--- src/ecpfm_pkg.sv ---
// Package with register offsets, mode codes, field positions and pin carriers for the ECP port control
package ecpfm_pkg;
    // Register offsets relative to the port base
    localparam logic [10:0] OFS_DATA = 11'h000;
    localparam logic [10:0] OFS_STATUS = 11'h001;
    localparam logic [10:0] OFS_CONTROL = 11'h002;
    localparam logic [10:0] OFS_QUEUE = 11'h400;
    localparam logic [10:0] OFS_CAP_B = 11'h401;
    localparam logic [10:0] OFS_EXT_CTRL = 11'h402;

    // Port mode codes held in the top three bits of extended_control
    localparam logic [2:0] MODE_STD = 3'h0;
    localparam logic [2:0] MODE_BIDIR = 3'h1;
    localparam logic [2:0] MODE_PFIFO = 3'h2;
    localparam logic [2:0] MODE_ECP = 3'h3;
    localparam logic [2:0] MODE_EPP = 3'h4;
    localparam logic [2:0] MODE_TEST = 3'h6;
    localparam logic [2:0] MODE_CONFIG = 3'h7;

    // Field positions of extended_control
    localparam int ECR_MODE_LSB = 5;
    localparam int ECR_FAULT_DIS = 4;
    localparam int ECR_DMA_EN = 3;
    localparam int ECR_SERVICE = 2;
    // Field positions of printer_control
    localparam int DCR_DIR = 5;
    localparam int DCR_ACK_IEN = 4;
    localparam int DCR_SELIN = 3;
    localparam int DCR_INIT = 2;
    localparam int DCR_AUTOFD = 1;
    localparam int DCR_STROBE = 0;
    // Field positions of capability_b
    localparam int CAPB_LEVEL = 6;
    localparam int CAPB_IRQ_LSB = 3;

    // Fixed and reset values
    localparam logic [7:0] CAP_A_VALUE = 8'h10;
    localparam logic [2:0] CAPB_IRQ_RESET = 3'h0;
    localparam logic [2:0] ECR_MODE_RESET = 3'h0;
    localparam logic ECR_FAULT_DIS_RESET = 1'b1;
    localparam logic ECR_DMA_EN_RESET = 1'b0;
    localparam logic ECR_SERVICE_RESET = 1'b1;
    localparam logic [5:0] DCR_RESET = 6'h00;
    localparam logic [7:0] DATA_RESET = 8'h00;

    // Queue shape
    localparam int QUEUE_DEPTH = 16;

    // Compatibility strobe width
    localparam int CLK_PERIOD_NS = 40;
    localparam int STROBE_WIDTH_NS = 500;
    localparam int STROBE_CYCLES = (STROBE_WIDTH_NS + CLK_PERIOD_NS - 1) / CLK_PERIOD_NS;

    // Peripheral inputs, raw at the port and after synchronisation
    typedef struct packed {
        logic busy;
        logic ack_n;
        logic perror;
        logic select;
        logic peripheral_fault_n;
    } ecpfm_pins_in_s;

    // Peripheral control outputs
    typedef struct packed {
        logic strobe_n;
        logic autofd_n;
        logic init_n;
        logic selin_n;
    } ecpfm_pins_out_s;
endpackage

--- src/ecpfm_top.sv ---
// ECP port control: shared byte queue, register views, mode control and line engines
`timescale 1ns/10ps
`default_nettype none
module ecpfm_top #(
    parameter int DEPTH = ecpfm_pkg::QUEUE_DEPTH,
    parameter int CW = $clog2(DEPTH)
) (
    input wire logic clk,
    input wire logic rst_n,
    input wire logic [10:0] io_addr,
    input wire logic io_rd,
    input wire logic io_wr,
    input wire logic [7:0] io_wdata,
    output logic [7:0] io_rdata,
    output logic dma_req,
    input wire logic dma_ack,
    input wire logic dma_tc,
    output logic service_irq,
    output logic fault_irq,
    input wire logic irq_line_level,
    input wire logic epp_option,
    output logic epp_active,
    input wire logic [CW:0] forward_free_threshold,
    input wire logic [CW:0] reverse_fill_threshold,
    input wire logic [7:0] pd_in,
    output logic [7:0] pd_out,
    output logic pd_oe,
    input wire ecpfm_pkg::ecpfm_pins_in_s pins_in,
    output ecpfm_pkg::ecpfm_pins_out_s pins_out
);
    typedef enum logic [2:0] {
        ST_IDLE, ST_TX_WAIT, ST_TX_STB, ST_TX_REL, ST_RX_REQ, ST_RX_DONE
    } ecpfm_state_e;

    // Reset release through two flops; assertion stays asynchronous
    logic rst_a_q, rst_b_q;
    always_ff @(posedge clk or negedge rst_n) begin
        if (!rst_n) begin
            rst_a_q <= 1'b0;
            rst_b_q <= 1'b0;
        end else begin
            rst_a_q <= 1'b1;
            rst_b_q <= rst_a_q;
        end
    end
    wire logic rst_s_n = rst_b_q;

    // Pins from the peripheral and the interrupt line pass two flops
    logic [7:0] pd_m_q, pd_s_q;
    ecpfm_pkg::ecpfm_pins_in_s pin_m_q, pin_s_q;
    logic lvl_m_q, lvl_s_q;
    always_ff @(posedge clk or negedge rst_s_n) begin
        if (!rst_s_n) begin
            pd_m_q <= 8'h00;
            pd_s_q <= 8'h00;
            pin_m_q <= 5'h09; // Idle levels: ack and fault high, so reset leaves no false edge
            pin_s_q <= 5'h09;
            lvl_m_q <= 1'b0;
            lvl_s_q <= 1'b0;
        end else begin
            pd_m_q <= pd_in;
            pd_s_q <= pd_m_q;
            pin_m_q <= pins_in;
            pin_s_q <= pin_m_q;
            lvl_m_q <= irq_line_level;
            lvl_s_q <= lvl_m_q;
        end
    end

    // Register state
    logic [7:0] data_q;
    logic [5:0] dcr_q;
    logic [2:0] mode_q;
    logic fault_dis_q, dma_en_q, service_q;
    logic [2:0] capb_irq_q;
    logic fault_n_prev_q;
    logic service_irq_q, fault_irq_q;
    logic [7:0] rdata_q;

    // Queue storage: byte plus a tag that is set for data and clear for commands
    logic [8:0] mem_q [DEPTH];
    logic [CW-1:0] wp_q, rp_q;
    logic [CW:0] cnt_q;

    // Line engine
    ecpfm_state_e st_q;
    logic [7:0] tx_byte_q;
    logic tx_tag_q;
    logic [$clog2(ecpfm_pkg::STROBE_CYCLES + 1)-1:0] stb_cnt_q;

    // Mode and direction decode
    wire logic mode_std = (mode_q == ecpfm_pkg::MODE_STD);
    wire logic mode_bidir = (mode_q == ecpfm_pkg::MODE_BIDIR);
    wire logic mode_pfifo = (mode_q == ecpfm_pkg::MODE_PFIFO);
    wire logic mode_ecp = (mode_q == ecpfm_pkg::MODE_ECP);
    wire logic mode_test = (mode_q == ecpfm_pkg::MODE_TEST);
    wire logic mode_cfg = (mode_q == ecpfm_pkg::MODE_CONFIG);
    wire logic dir_rev = dcr_q[ecpfm_pkg::DCR_DIR] && !mode_std && !mode_pfifo;
    wire logic queue_mode = mode_pfifo || mode_ecp || mode_test;

    // Queue flags
    wire logic q_full = (cnt_q == (CW + 1)'(DEPTH));
    wire logic q_empty = (cnt_q == '0);
    wire logic [CW:0] q_free = (CW + 1)'(DEPTH) - cnt_q;

    // Host access decode; a DMA acknowledge steers the strobe to the queue
    wire logic hit_data = !dma_ack && (io_addr == ecpfm_pkg::OFS_DATA);
    wire logic hit_queue = dma_ack || (io_addr == ecpfm_pkg::OFS_QUEUE);
    wire logic hit_ctrl = !dma_ack && (io_addr == ecpfm_pkg::OFS_CONTROL);
    wire logic hit_capb = !dma_ack && (io_addr == ecpfm_pkg::OFS_CAP_B);
    wire logic hit_ecr = !dma_ack && (io_addr == ecpfm_pkg::OFS_EXT_CTRL);

    // Pushes from the host side: FIFO mode, ECP data, ECP address, test queue
    wire logic fwd_q_mode = (mode_pfifo && !dir_rev) || (mode_ecp && !dir_rev);
    wire logic wr_dq = io_wr && hit_queue && (fwd_q_mode || mode_test);
    wire logic wr_aq = io_wr && hit_data && mode_ecp && !dir_rev;
    wire logic host_push = (wr_dq || wr_aq) && !q_full;
    wire logic [8:0] host_item = {wr_dq, io_wdata};
    wire logic host_pop = io_rd && hit_queue && !q_empty && ((mode_ecp && dir_rev) || mode_test);

    // Pushes and pops from the line engine
    wire logic rx_push = (st_q == ST_RX_REQ) && !pin_s_q.ack_n && !q_full;
    wire logic tx_pop = (st_q == ST_IDLE) && fwd_q_mode && !q_empty && !pin_s_q.busy;
    wire logic push = host_push || rx_push;
    wire logic pop = host_pop || tx_pop;
    wire logic [8:0] push_item = rx_push ? {1'b1, pd_s_q} : host_item;

    // Mode writes: standard or bidirectional may change to any mode, the others only to standard or bidirectional
    wire logic [2:0] new_mode = io_wdata[7:5];
    wire logic leave_ok = mode_std || mode_bidir
                          || new_mode == ecpfm_pkg::MODE_STD || new_mode == ecpfm_pkg::MODE_BIDIR;
    wire logic ecr_wr = io_wr && hit_ecr;

    // Service events; level conditions re-arm themselves as long as they hold
    wire logic svc_event = dma_en_q ? (dma_tc && dma_ack)
                         : (queue_mode && (dir_rev ? (cnt_q >= reverse_fill_threshold)
                                                   : (q_free >= forward_free_threshold)));
    wire logic svc_set = svc_event && !service_q && queue_mode;

    // Fault interrupt: falling edge, or clearing the disable while fault is low
    wire logic fault_fall = fault_n_prev_q && !pin_s_q.peripheral_fault_n;
    wire logic dis_clear = ecr_wr && fault_dis_q && !io_wdata[ecpfm_pkg::ECR_FAULT_DIS];
    wire logic fault_evt = mode_ecp && ((!fault_dis_q && fault_fall)
                           || (dis_clear && !pin_s_q.peripheral_fault_n));

    // Register read multiplexer
    wire logic [7:0] status_view = {~pin_s_q.busy, pin_s_q.ack_n, pin_s_q.perror, pin_s_q.select,
                                    pin_s_q.peripheral_fault_n, 3'h7};
    wire logic [7:0] ctrl_view = {2'h3, dcr_q};
    wire logic [7:0] capb_view = {1'b0, lvl_s_q, capb_irq_q, 3'h7};
    wire logic [7:0] ecr_view = {mode_q, fault_dis_q, dma_en_q, service_q, q_full, q_empty};
    wire logic [7:0] data_view = mode_bidir ? pd_s_q : data_q;
    wire logic [7:0] head_byte = mem_q[rp_q][7:0];
    logic [7:0] rd_mux;
    always_comb begin
        rd_mux = 8'h00;
        if (hit_ecr) begin
            rd_mux = ecr_view;
        end else if (hit_ctrl) begin
            rd_mux = ctrl_view;
        end else if (io_addr == ecpfm_pkg::OFS_STATUS && !dma_ack) begin
            rd_mux = status_view;
        end else if (hit_data && (mode_std || mode_bidir)) begin
            rd_mux = data_view;
        end else if (hit_queue && mode_cfg && !dma_ack) begin
            rd_mux = ecpfm_pkg::CAP_A_VALUE;
        end else if (hit_capb && mode_cfg) begin
            rd_mux = capb_view;
        end else if (host_pop) begin
            rd_mux = head_byte;
        end
    end

    // Read data held after each read strobe
    always_ff @(posedge clk or negedge rst_s_n) begin
        if (!rst_s_n) begin
            rdata_q <= 8'h00;
        end else if (io_rd) begin
            rdata_q <= rd_mux;
        end
    end

    // Control registers written by the host
    always_ff @(posedge clk or negedge rst_s_n) begin
        if (!rst_s_n) begin
            data_q <= ecpfm_pkg::DATA_RESET;
            dcr_q <= ecpfm_pkg::DCR_RESET;
            mode_q <= ecpfm_pkg::ECR_MODE_RESET;
            fault_dis_q <= ecpfm_pkg::ECR_FAULT_DIS_RESET;
            dma_en_q <= ecpfm_pkg::ECR_DMA_EN_RESET;
            capb_irq_q <= ecpfm_pkg::CAPB_IRQ_RESET;
        end else begin
            if (io_wr && hit_data && (mode_std || mode_bidir)) begin
                data_q <= io_wdata;
            end
            if (io_wr && hit_ctrl) begin
                dcr_q[4:0] <= io_wdata[4:0];
                if (mode_bidir) begin
                    dcr_q[ecpfm_pkg::DCR_DIR] <= io_wdata[ecpfm_pkg::DCR_DIR];
                end
            end
            if (io_wr && hit_capb && mode_cfg) begin
                capb_irq_q <= io_wdata[5:3];
            end
            if (ecr_wr) begin
                if (leave_ok) begin
                    mode_q <= new_mode;
                end
                fault_dis_q <= io_wdata[ecpfm_pkg::ECR_FAULT_DIS];
                dma_en_q <= io_wdata[ecpfm_pkg::ECR_DMA_EN];
            end
        end
    end

    // Service bit: a hardware set wins over a software clear in the same cycle
    always_ff @(posedge clk or negedge rst_s_n) begin
        if (!rst_s_n) begin
            service_q <= ecpfm_pkg::ECR_SERVICE_RESET;
        end else if (svc_set) begin
            service_q <= 1'b1;
        end else if (ecr_wr) begin
            service_q <= io_wdata[ecpfm_pkg::ECR_SERVICE];
        end
    end

    // Interrupt pulses; a software write of one never produces one
    always_ff @(posedge clk or negedge rst_s_n) begin
        if (!rst_s_n) begin
            fault_n_prev_q <= 1'b1;
            service_irq_q <= 1'b0;
            fault_irq_q <= 1'b0;
        end else begin
            fault_n_prev_q <= pin_s_q.peripheral_fault_n;
            service_irq_q <= svc_set;
            fault_irq_q <= fault_evt;
        end
    end

    // Shared queue; standard mode holds it empty
    always_ff @(posedge clk or negedge rst_s_n) begin
        if (!rst_s_n) begin
            wp_q <= '0;
            rp_q <= '0;
            cnt_q <= '0;
        end else if (mode_std) begin
            wp_q <= '0;
            rp_q <= '0;
            cnt_q <= '0;
        end else begin
            if (push) begin
                wp_q <= wp_q + 1'b1;
            end
            if (pop) begin
                rp_q <= rp_q + 1'b1;
            end
            if (push && !pop) begin
                cnt_q <= cnt_q + 1'b1;
            end else if (pop && !push) begin
                cnt_q <= cnt_q - 1'b1;
            end
        end
    end

    // Queue storage has no reset; only written slots are ever read
    always_ff @(posedge clk) begin
        if (push) begin
            mem_q[wp_q] <= push_item;
        end
    end

    // Line engine: forward strobe cycles and reverse request cycles
    always_ff @(posedge clk or negedge rst_s_n) begin
        if (!rst_s_n) begin
            st_q <= ST_IDLE;
            tx_byte_q <= 8'h00;
            tx_tag_q <= 1'b1;
            stb_cnt_q <= '0;
        end else begin
            case (st_q)
                ST_IDLE: begin
                    if (tx_pop) begin
                        tx_byte_q <= head_byte;
                        tx_tag_q <= mem_q[rp_q][8];
                        st_q <= ST_TX_WAIT;
                    end else if (mode_ecp && dir_rev) begin
                        st_q <= ST_RX_REQ;
                    end
                end
                ST_TX_WAIT: begin
                    stb_cnt_q <= '0;
                    st_q <= ST_TX_STB; // Setup cycle before the strobe falls
                end
                ST_TX_STB: begin
                    stb_cnt_q <= stb_cnt_q + 1'b1;
                    if (mode_ecp ? pin_s_q.busy
                                 : (stb_cnt_q == ($bits(stb_cnt_q))'(ecpfm_pkg::STROBE_CYCLES - 1))) begin
                        st_q <= ST_TX_REL;
                    end
                end
                ST_TX_REL: begin
                    if (mode_ecp ? !pin_s_q.busy : 1'b1) begin
                        st_q <= ST_IDLE;
                    end
                end
                ST_RX_REQ: begin
                    if (rx_push) begin
                        st_q <= ST_RX_DONE;
                    end else if (!(mode_ecp && dir_rev)) begin
                        st_q <= ST_IDLE;
                    end
                end
                ST_RX_DONE: begin
                    if (pin_s_q.ack_n) begin
                        st_q <= ST_IDLE;
                    end
                end
                default: begin
                    st_q <= ST_IDLE;
                end
            endcase
        end
    end

    // Engine-owned lines; in other modes the control register drives the pins
    wire logic eng_strobe = (st_q == ST_TX_STB);
    wire logic eng_rx_req = (st_q == ST_RX_REQ);
    wire logic engine_mode = mode_pfifo || mode_ecp;
    always_comb begin
        pins_out.strobe_n = ~dcr_q[ecpfm_pkg::DCR_STROBE];
        pins_out.autofd_n = ~dcr_q[ecpfm_pkg::DCR_AUTOFD];
        pins_out.init_n = dcr_q[ecpfm_pkg::DCR_INIT];
        pins_out.selin_n = ~dcr_q[ecpfm_pkg::DCR_SELIN];
        if (engine_mode) begin
            pins_out.strobe_n = ~eng_strobe;
        end
        if (mode_ecp) begin
            pins_out.autofd_n = dir_rev ? ~eng_rx_req : tx_tag_q;
            pins_out.init_n = ~dir_rev;
        end
    end

    // Data lines: the queue byte in engine modes, the latch elsewhere; test-mode queue data never shows
    assign pd_out = engine_mode ? tx_byte_q : data_q;
    assign pd_oe = !dir_rev;

    // DMA is requested only when enabled and not blocked by the service bit
    wire logic dma_room = dir_rev ? !q_empty : !q_full;
    assign dma_req = dma_en_q && !service_q && queue_mode && dma_room;

    // Mode 100 enables EPP only with the option; 101 does nothing
    assign epp_active = (mode_q == ecpfm_pkg::MODE_EPP) && epp_option;

    assign io_rdata = rdata_q;
    assign service_irq = service_irq_q;
    assign fault_irq = fault_irq_q;
endmodule
`default_nettype wire

--- config.mk ---
export PLATFORM = sky130hd
export DESIGN_NAME = ecpfm_top
export DESIGN_NICKNAME = d
export VERILOG_FILES = /design/src/ecpfm_pkg.sv /design/src/ecpfm_top.sv
export SDC_FILE = /design/constraint.sdc
export NUM_CORES = 1
export LEC_CHECK = 0
export BUFFER_PORTS_ARGS = -buffer_cell sky130_fd_sc_hd__buf_2
export CELL_PAD_IN_SITES_DETAIL_PLACEMENT = 0
export CELL_PAD_IN_SITES_GLOBAL_PLACEMENT = 1
export CORE_MARGIN = 4
export CORE_UTILIZATION = 40
export DETAILED_ROUTE_END_ITERATION = 8
export HOLD_SLACK_MARGIN = 0.05
export PLACE_DENSITY = 0.62
export SYNTH_ARGS = -nofsm -noshare
export SYNTH_HDL_FRONTEND = slang
export SYNTH_SLANG_ARGS = --single-unit
--- constraint.sdc ---
create_clock -name clk -period 5.2 [get_ports clk]
set_clock_uncertainty 0.1 [all_clocks]
set_input_delay 1.04 -clock clk [delete_from_list [all_inputs] [get_ports clk]]
set_output_delay 1.04 -clock clk [all_outputs]
set_load 0.01 [all_outputs]
* Word-level counts from Yosys, hierarchy flattened
Memories as Yosys holds them, arrays and structs flattened. Cells that the tools add are included.
Storage, ports and cells: bits in registers 93, memory bits (writable) 144, bits of input ports 50, word-level logic and storage cells 203, memories kept 1
Cells by class: add/sub/neg operators 6, order comparisons 2, equal/unequal tests 24, muxes and demuxes 38, bitwise operators 7, reduce and logical (&&, ||, !) cells 90
Memory list:
- mem_q | depth 16, bits a word 9, read ports 1, clocked after Yosys merged registers in 0, write ports 1, line ecpfm_top.sv:81 | logic [8:0] mem_q [DEPTH];
Operators by type and width (count):
- $mux 8 | 9
- $logic_and 1x1->1 | 49
- $eq 11x11->1 const B | 3
- $mux 3 | 7
- $pmux 3 s6 | 1
- $mux 4 | 4
- $eq 3x3->1 const B | 5
- $mux 5 | 3
- $logic_not 1->1 | 14
- $logic_or 1x1->1 | 13
- $add 4x1->4 const B | 3
- $eq 3x2->1 const B | 4
- $eq 11x1->1 const B | 1
- $eq 11x2->1 const B | 1
- $logic_not 11->1 | 1
- $mux 1 | 11
- $ge 5x5->1 | 2
- $eq 3x1->1 const B | 3
- $logic_not 3->1 | 3
- $mux 9 | 1
- $pmux 4 s2 | 1
- $reduce_bool 2->1 | 4
- $not 1->1 | 7
- $reduce_and 2->1 | 3
- other kinds (13) | 14

* Depth between registers and ports, before layout
depth after elaboration 17, mapped depth 17, mapped depth without buffers 15

* Least setup slack after synthesis
OpenSTA, ideal clock, no wires.
kind input to register, start input io_addr[3], end register cnt_q[4], library setup time 0.078 ns, arrival 3.915 ns, data required time 5.022 ns, slack 1.107 ns, stages on the path 12, path buffers 1, cell sequence nor4_4 > a41oi_4 > o31a_4 > a21oi_4 > buf_4 > nand2_1 > fa_1 > a21o_1 > a21o_1 > a2111oi_2 > o21ai_0 > a21oi_1
Between the ends: longest elaborated chain between the ends 11, elaborated cells between the ends (all ways) 23, classes of those cells 1 x eq/ne; 2 x mux; 20 x reduce/logical
RTL lines:
- start, declared | line ecpfm_top.sv:10 | input wire logic [10:0] io_addr,
- $logic_not 11->1 | line ecpfm_top.sv:107 | wire logic hit_data = !dma_ack && (io_addr == ecpfm_pkg::OFS_DATA);
- $logic_and 1x1->1 | line ecpfm_top.sv:107
- $logic_and 1x1->1 (3 in series) | line ecpfm_top.sv:116 | wire logic wr_aq = io_wr && hit_data && mode_ecp && !dir_rev;
- $logic_or 1x1->1 | line ecpfm_top.sv:117 | wire logic host_push = (wr_dq || wr_aq) && !q_full;
- $logic_and 1x1->1 | line ecpfm_top.sv:117
- $logic_or 1x1->1 | line ecpfm_top.sv:124 | wire logic push = host_push || rx_push;
- $logic_and 1x1->1 / $logic_not 1->1 (equally long branches) | line ecpfm_top.sv:256, ecpfm_top.sv:258
- $mux 5 / $logic_and 1x1->1 (equally long branches) | line ecpfm_top.sv:256, ecpfm_top.sv:258
- $mux 5 / $reduce_bool 3->1 (equally long branches)
- end signal, assigned | line ecpfm_top.sv:257 | cnt_q <= cnt_q + 1'b1;
- end signal, assigned | line ecpfm_top.sv:259 | cnt_q <= cnt_q - 1'b1;
- end, declared | line ecpfm_top.sv:83 | logic [CW:0] cnt_q;
Parallel ways exist; a longest one is shown, timed or not. A chain may end at the register's enable or synchronous reset.

* Final worst setup path
start register cnt_q[0], end output dma_req
Between the ends: longest elaborated chain between the ends 4, elaborated cells between the ends (all ways) 6, classes of those cells 1 x eq/ne; 1 x mux; 4 x reduce/logical
RTL lines:
- $eq 5x5->1 / $logic_not 5->1 (equally long branches) | line ecpfm_top.sv:102, ecpfm_top.sv:103
- $logic_not 1->1 | line ecpfm_top.sv:347 | wire logic dma_room = dir_rev ? !q_empty : !q_full;
- $mux 1 (*) | line ecpfm_top.sv:347
- $logic_and 1x1->1 (*) | line ecpfm_top.sv:348 | assign dma_req = dma_en_q && !service_q && queue_mode && dma_room;
- end, declared | line ecpfm_top.sv:15 | output logic dma_req,
Mark *: on every way between the ends. The rest lies on a longest branch, timed or not.

==> flow_summary.yaml <==
run_status:
  outcome: "finished, final reports clean"
synth:
  synth_top_area_cell: "edfxtp_1"
  yosys-top-cells-area: "edfxtp_1 (40%), dfrtp_1 (20%), mux4_2 (4.6%), mux2_2 (3.7%), mux2i_1 (3.7%)"
  syn_nets: 850
  ys_types: 70
  synth_ff_type: "edfxtp_1"
  synth-edff-count: 144
  yosysTopAreaCellShare: 0.4044
  synth_area_um2: 10690
  ys_ff_latch: 237
  synthCells: 775
  synth_seq_area_share: 0.6230
  yosys_warnings: 0
  synth_area_per_cell_um2: 13.80
  async_flop_share: 0.3924
sta:
  hold_viol: 0
  relSlewSlack: 0.2297
  max_freq_mhz: 229.9
  fin_crit_sh: 0.8365
  tns_ns: 0
  drv_slew: 0
  fin_ws_ns: 0.8504
  timing.final.crit_period_ns: 4.350
  finalSetupViolCount: 0
  rsz0062_at_grt: "false"
  tightest_slew_ns: 1.147
grt:
  grt_pass1_vias: 6930
  grt_util_all_layers: 0.1894
  grt.overflow.total: 0
  grt_pass1_wl_um: 42600
  grt_max_degree: 51
  antenna_found_initial: 0
finish:
  area_delta_synth_final_pct: 14.61
  layout-drive-gt1-share: 0.2372
  final_nets: 931
  regArea_um2: 6666
  n_antenna_cell: 0
  num-fill-cells: 2341
  multi_input_area_um2: 3774
drt:
  drc_errors: 0
  drt-total-wl_um: 27790
  wl_per_cell_um: 22.93
  via_per_inst: 5.537
  drt_iter0_drc: 447
  ant_nets: 0
  num_vias: 6711
  dr.pass1.iters: 5
die:
  ios: 75
  chipHeight_um: 171.5
  start_util: 0.4080
  die_w_um: 171.5
  core.rowCount: 59
  die-area_um2: 29410
  core_um2: 26210
worst_setup_path:
  worstSetupPathType: "reg -> out"
  crit_fanout: 8
  reg2reg_depth: 14
  cp.arrival_ns: 3.21
  crit_required_ns: 4.06
  worstSetupStartpoint: "cnt_q[0]"
  rrSetupSlack_ns: 1.06
  cp_num_buf_inv: 3
  cp-start-kind: "register"
  cp_slowest_cell: "a2111oi_0"
  reg2reg_to: "cnt_q[4]"
  r2r-start: "cnt_q[0]"
  path_delay_family: "buffers and inverters"
  cp_cell_sequence: "inv_1 > ha_1 > nor3b_1 > ha_1 > inv_1 > nor2_1 > a2111oi_0 > buf_2"
  slowest_delay_ns: 0.66
  crit_path_end_kind: "output port"
worst_hold_path:
  hp-class: "in -> async"
placed_design:
  io_buffers: 74
  dpl_worst_slack_ns: 0.5195
  gp_congestion: 0.9103
  dpl.hpwl_um: 19600
clock_tree:
  holdBufCountCts: 0
  cts_inserted_buffers: 27
  worstSkewPairLatency_ns: 0.53
  clock_path_buffers: 3
  clockRootBuffer: "clkbuf_16"
  cts.reportedPaths.clkPinSlew_ns: 0.06
  cts_setup_buffers: 0
  clock_sinks: 237
  htreeDepth: 1
  cts_tree: "done"
  cts_resized: 0
pwr:
  p_per_area_nw_per_um2: 436.1
  ir_worst_vdd_uv: 221.7
  p_leak_uw: 0.004875
job:
  drv_cap: 0
## cells in the mapped netlist, drive strengths merged (11+ instances only)
| library cell | instances |
|---|---|
| a21oi | 21 |
| a221oi | 17 |
| buf | 11 |
| clkbuf | 24 |
| dfrtp | 85 |
| edfxtp | 144 |
| ha | 24 |
| inv | 25 |
| mux2 | 35 |
| mux2i | 39 |
| mux4 | 22 |
| nand2 | 75 |
| nand3 | 16 |
| nor2 | 35 |
| nor3 | 15 |
| o21ai | 40 |
## layout make-up
class | instances | area share
well taps | 335 | 0.03420
clock buffers | 37 | 0.05901
flip-flops and latches | 237 | 0.5440
multi-input cells | 476 | 0.3079
clock inverters | 13 | 0.008065
inverters | 27 | 0.008678
repair buffers | 87 | 0.03818
## kinds of logic after synthesis
logic type	Yosys count	synth area share
flip-flops	237	0.6230
AND/OR/NAND/NOR	203	0.09876
AO/OA/AOI/OAI	141	0.09595
multiplexers	96	0.1197
buffers and inverters	62	0.02410
adder cells (fa/ha/maj)	25	0.02996
XOR/XNOR	10	0.008192
other	1	0.0003507
## metal layers
layer  routed length (um)  GRT usage  up-vias
li1                     -          -     3121
met1                13270     0.2810     3425
met2                13150     0.3047      139
met3                 1104    0.02965       26
met4                  266    0.02618        0
met5                    0          0        -
## state kept, by name, indices dropped and copies added (netlist names), 3 cells and up
| name | count |
|---|---|
| mode_q | 3 |
| pd_m_q | 8 |
| pin_s_q | 5 |
| st_q | 3 |
| wp_q | 4 |
| rp_q | 4 |
| mem_q | 144 |
| capb_irq_q | 3 |
| stb_cnt_q | 4 |
| dcr_q | 6 |
| data_q | 8 |
| pin_m_q | 5 |
| pd_s_q | 8 |
| tx_byte_q | 8 |
| io_rdata | 8 |
| cnt_q | 5 |
## worst max-delay path by stage
stage,to,slack [ns],depth (start not counted)
global placement,cnt_q[4],0.74,12
floorplan,cnt_q[4],1.11,12
CTS,dma_req,0.91,8
finish,dma_req,0.85,8
detailed placement,cnt_q[4],0.52,12
global route,cnt_q[4],0.75,14
## through the flow
stage,total power (uW),cells,hold slack (ns),utilization,cell area (um2)
after global placement,3593,1162,0.2317,0.4363,11430
after global routing,5645,1212,0.1673,0.4677,12260
after detailed placement,3632,1162,0.2355,0.4363,11430
after floorplan,3270,775,0.2312,-,10690
final,5345,1212,0.1932,0.4677,12260
after CTS,5409,1212,0.1699,0.4677,12260
## cells in the final DEF (no fill, tap or decap), types with 6 or more instances in the layout
cell,instances
edfxtp_1,144
dfrtp_1,83
nand2_1,75
buf_2,74
o21ai_0,40
mux2i_1,39
nor2_1,35
mux2_2,35
clkbuf_16,27
inv_1,25
ha_1,24
mux4_2,22
a21oi_1,20
a221oi_1,17
nand3_1,16
nor3_1,14
buf_4,13
a22oi_1,10
a21o_1,9
clkbuf_1,9
nand4_1,8
dfstp_2,8
xnor2_1,7
nand2b_1,7
o22ai_1,7
nor3b_1,6
clkinv_2,6
## power by group
part | total (uW) | internal [uW] | switching (uW)
sequential | 2420 | 2190 | 223
clock | 1760 | 1020 | 736
combinational | 1170 | 544 | 623
total | 5340 | 3760 | 1580
(Power assumes the default switching activity.)
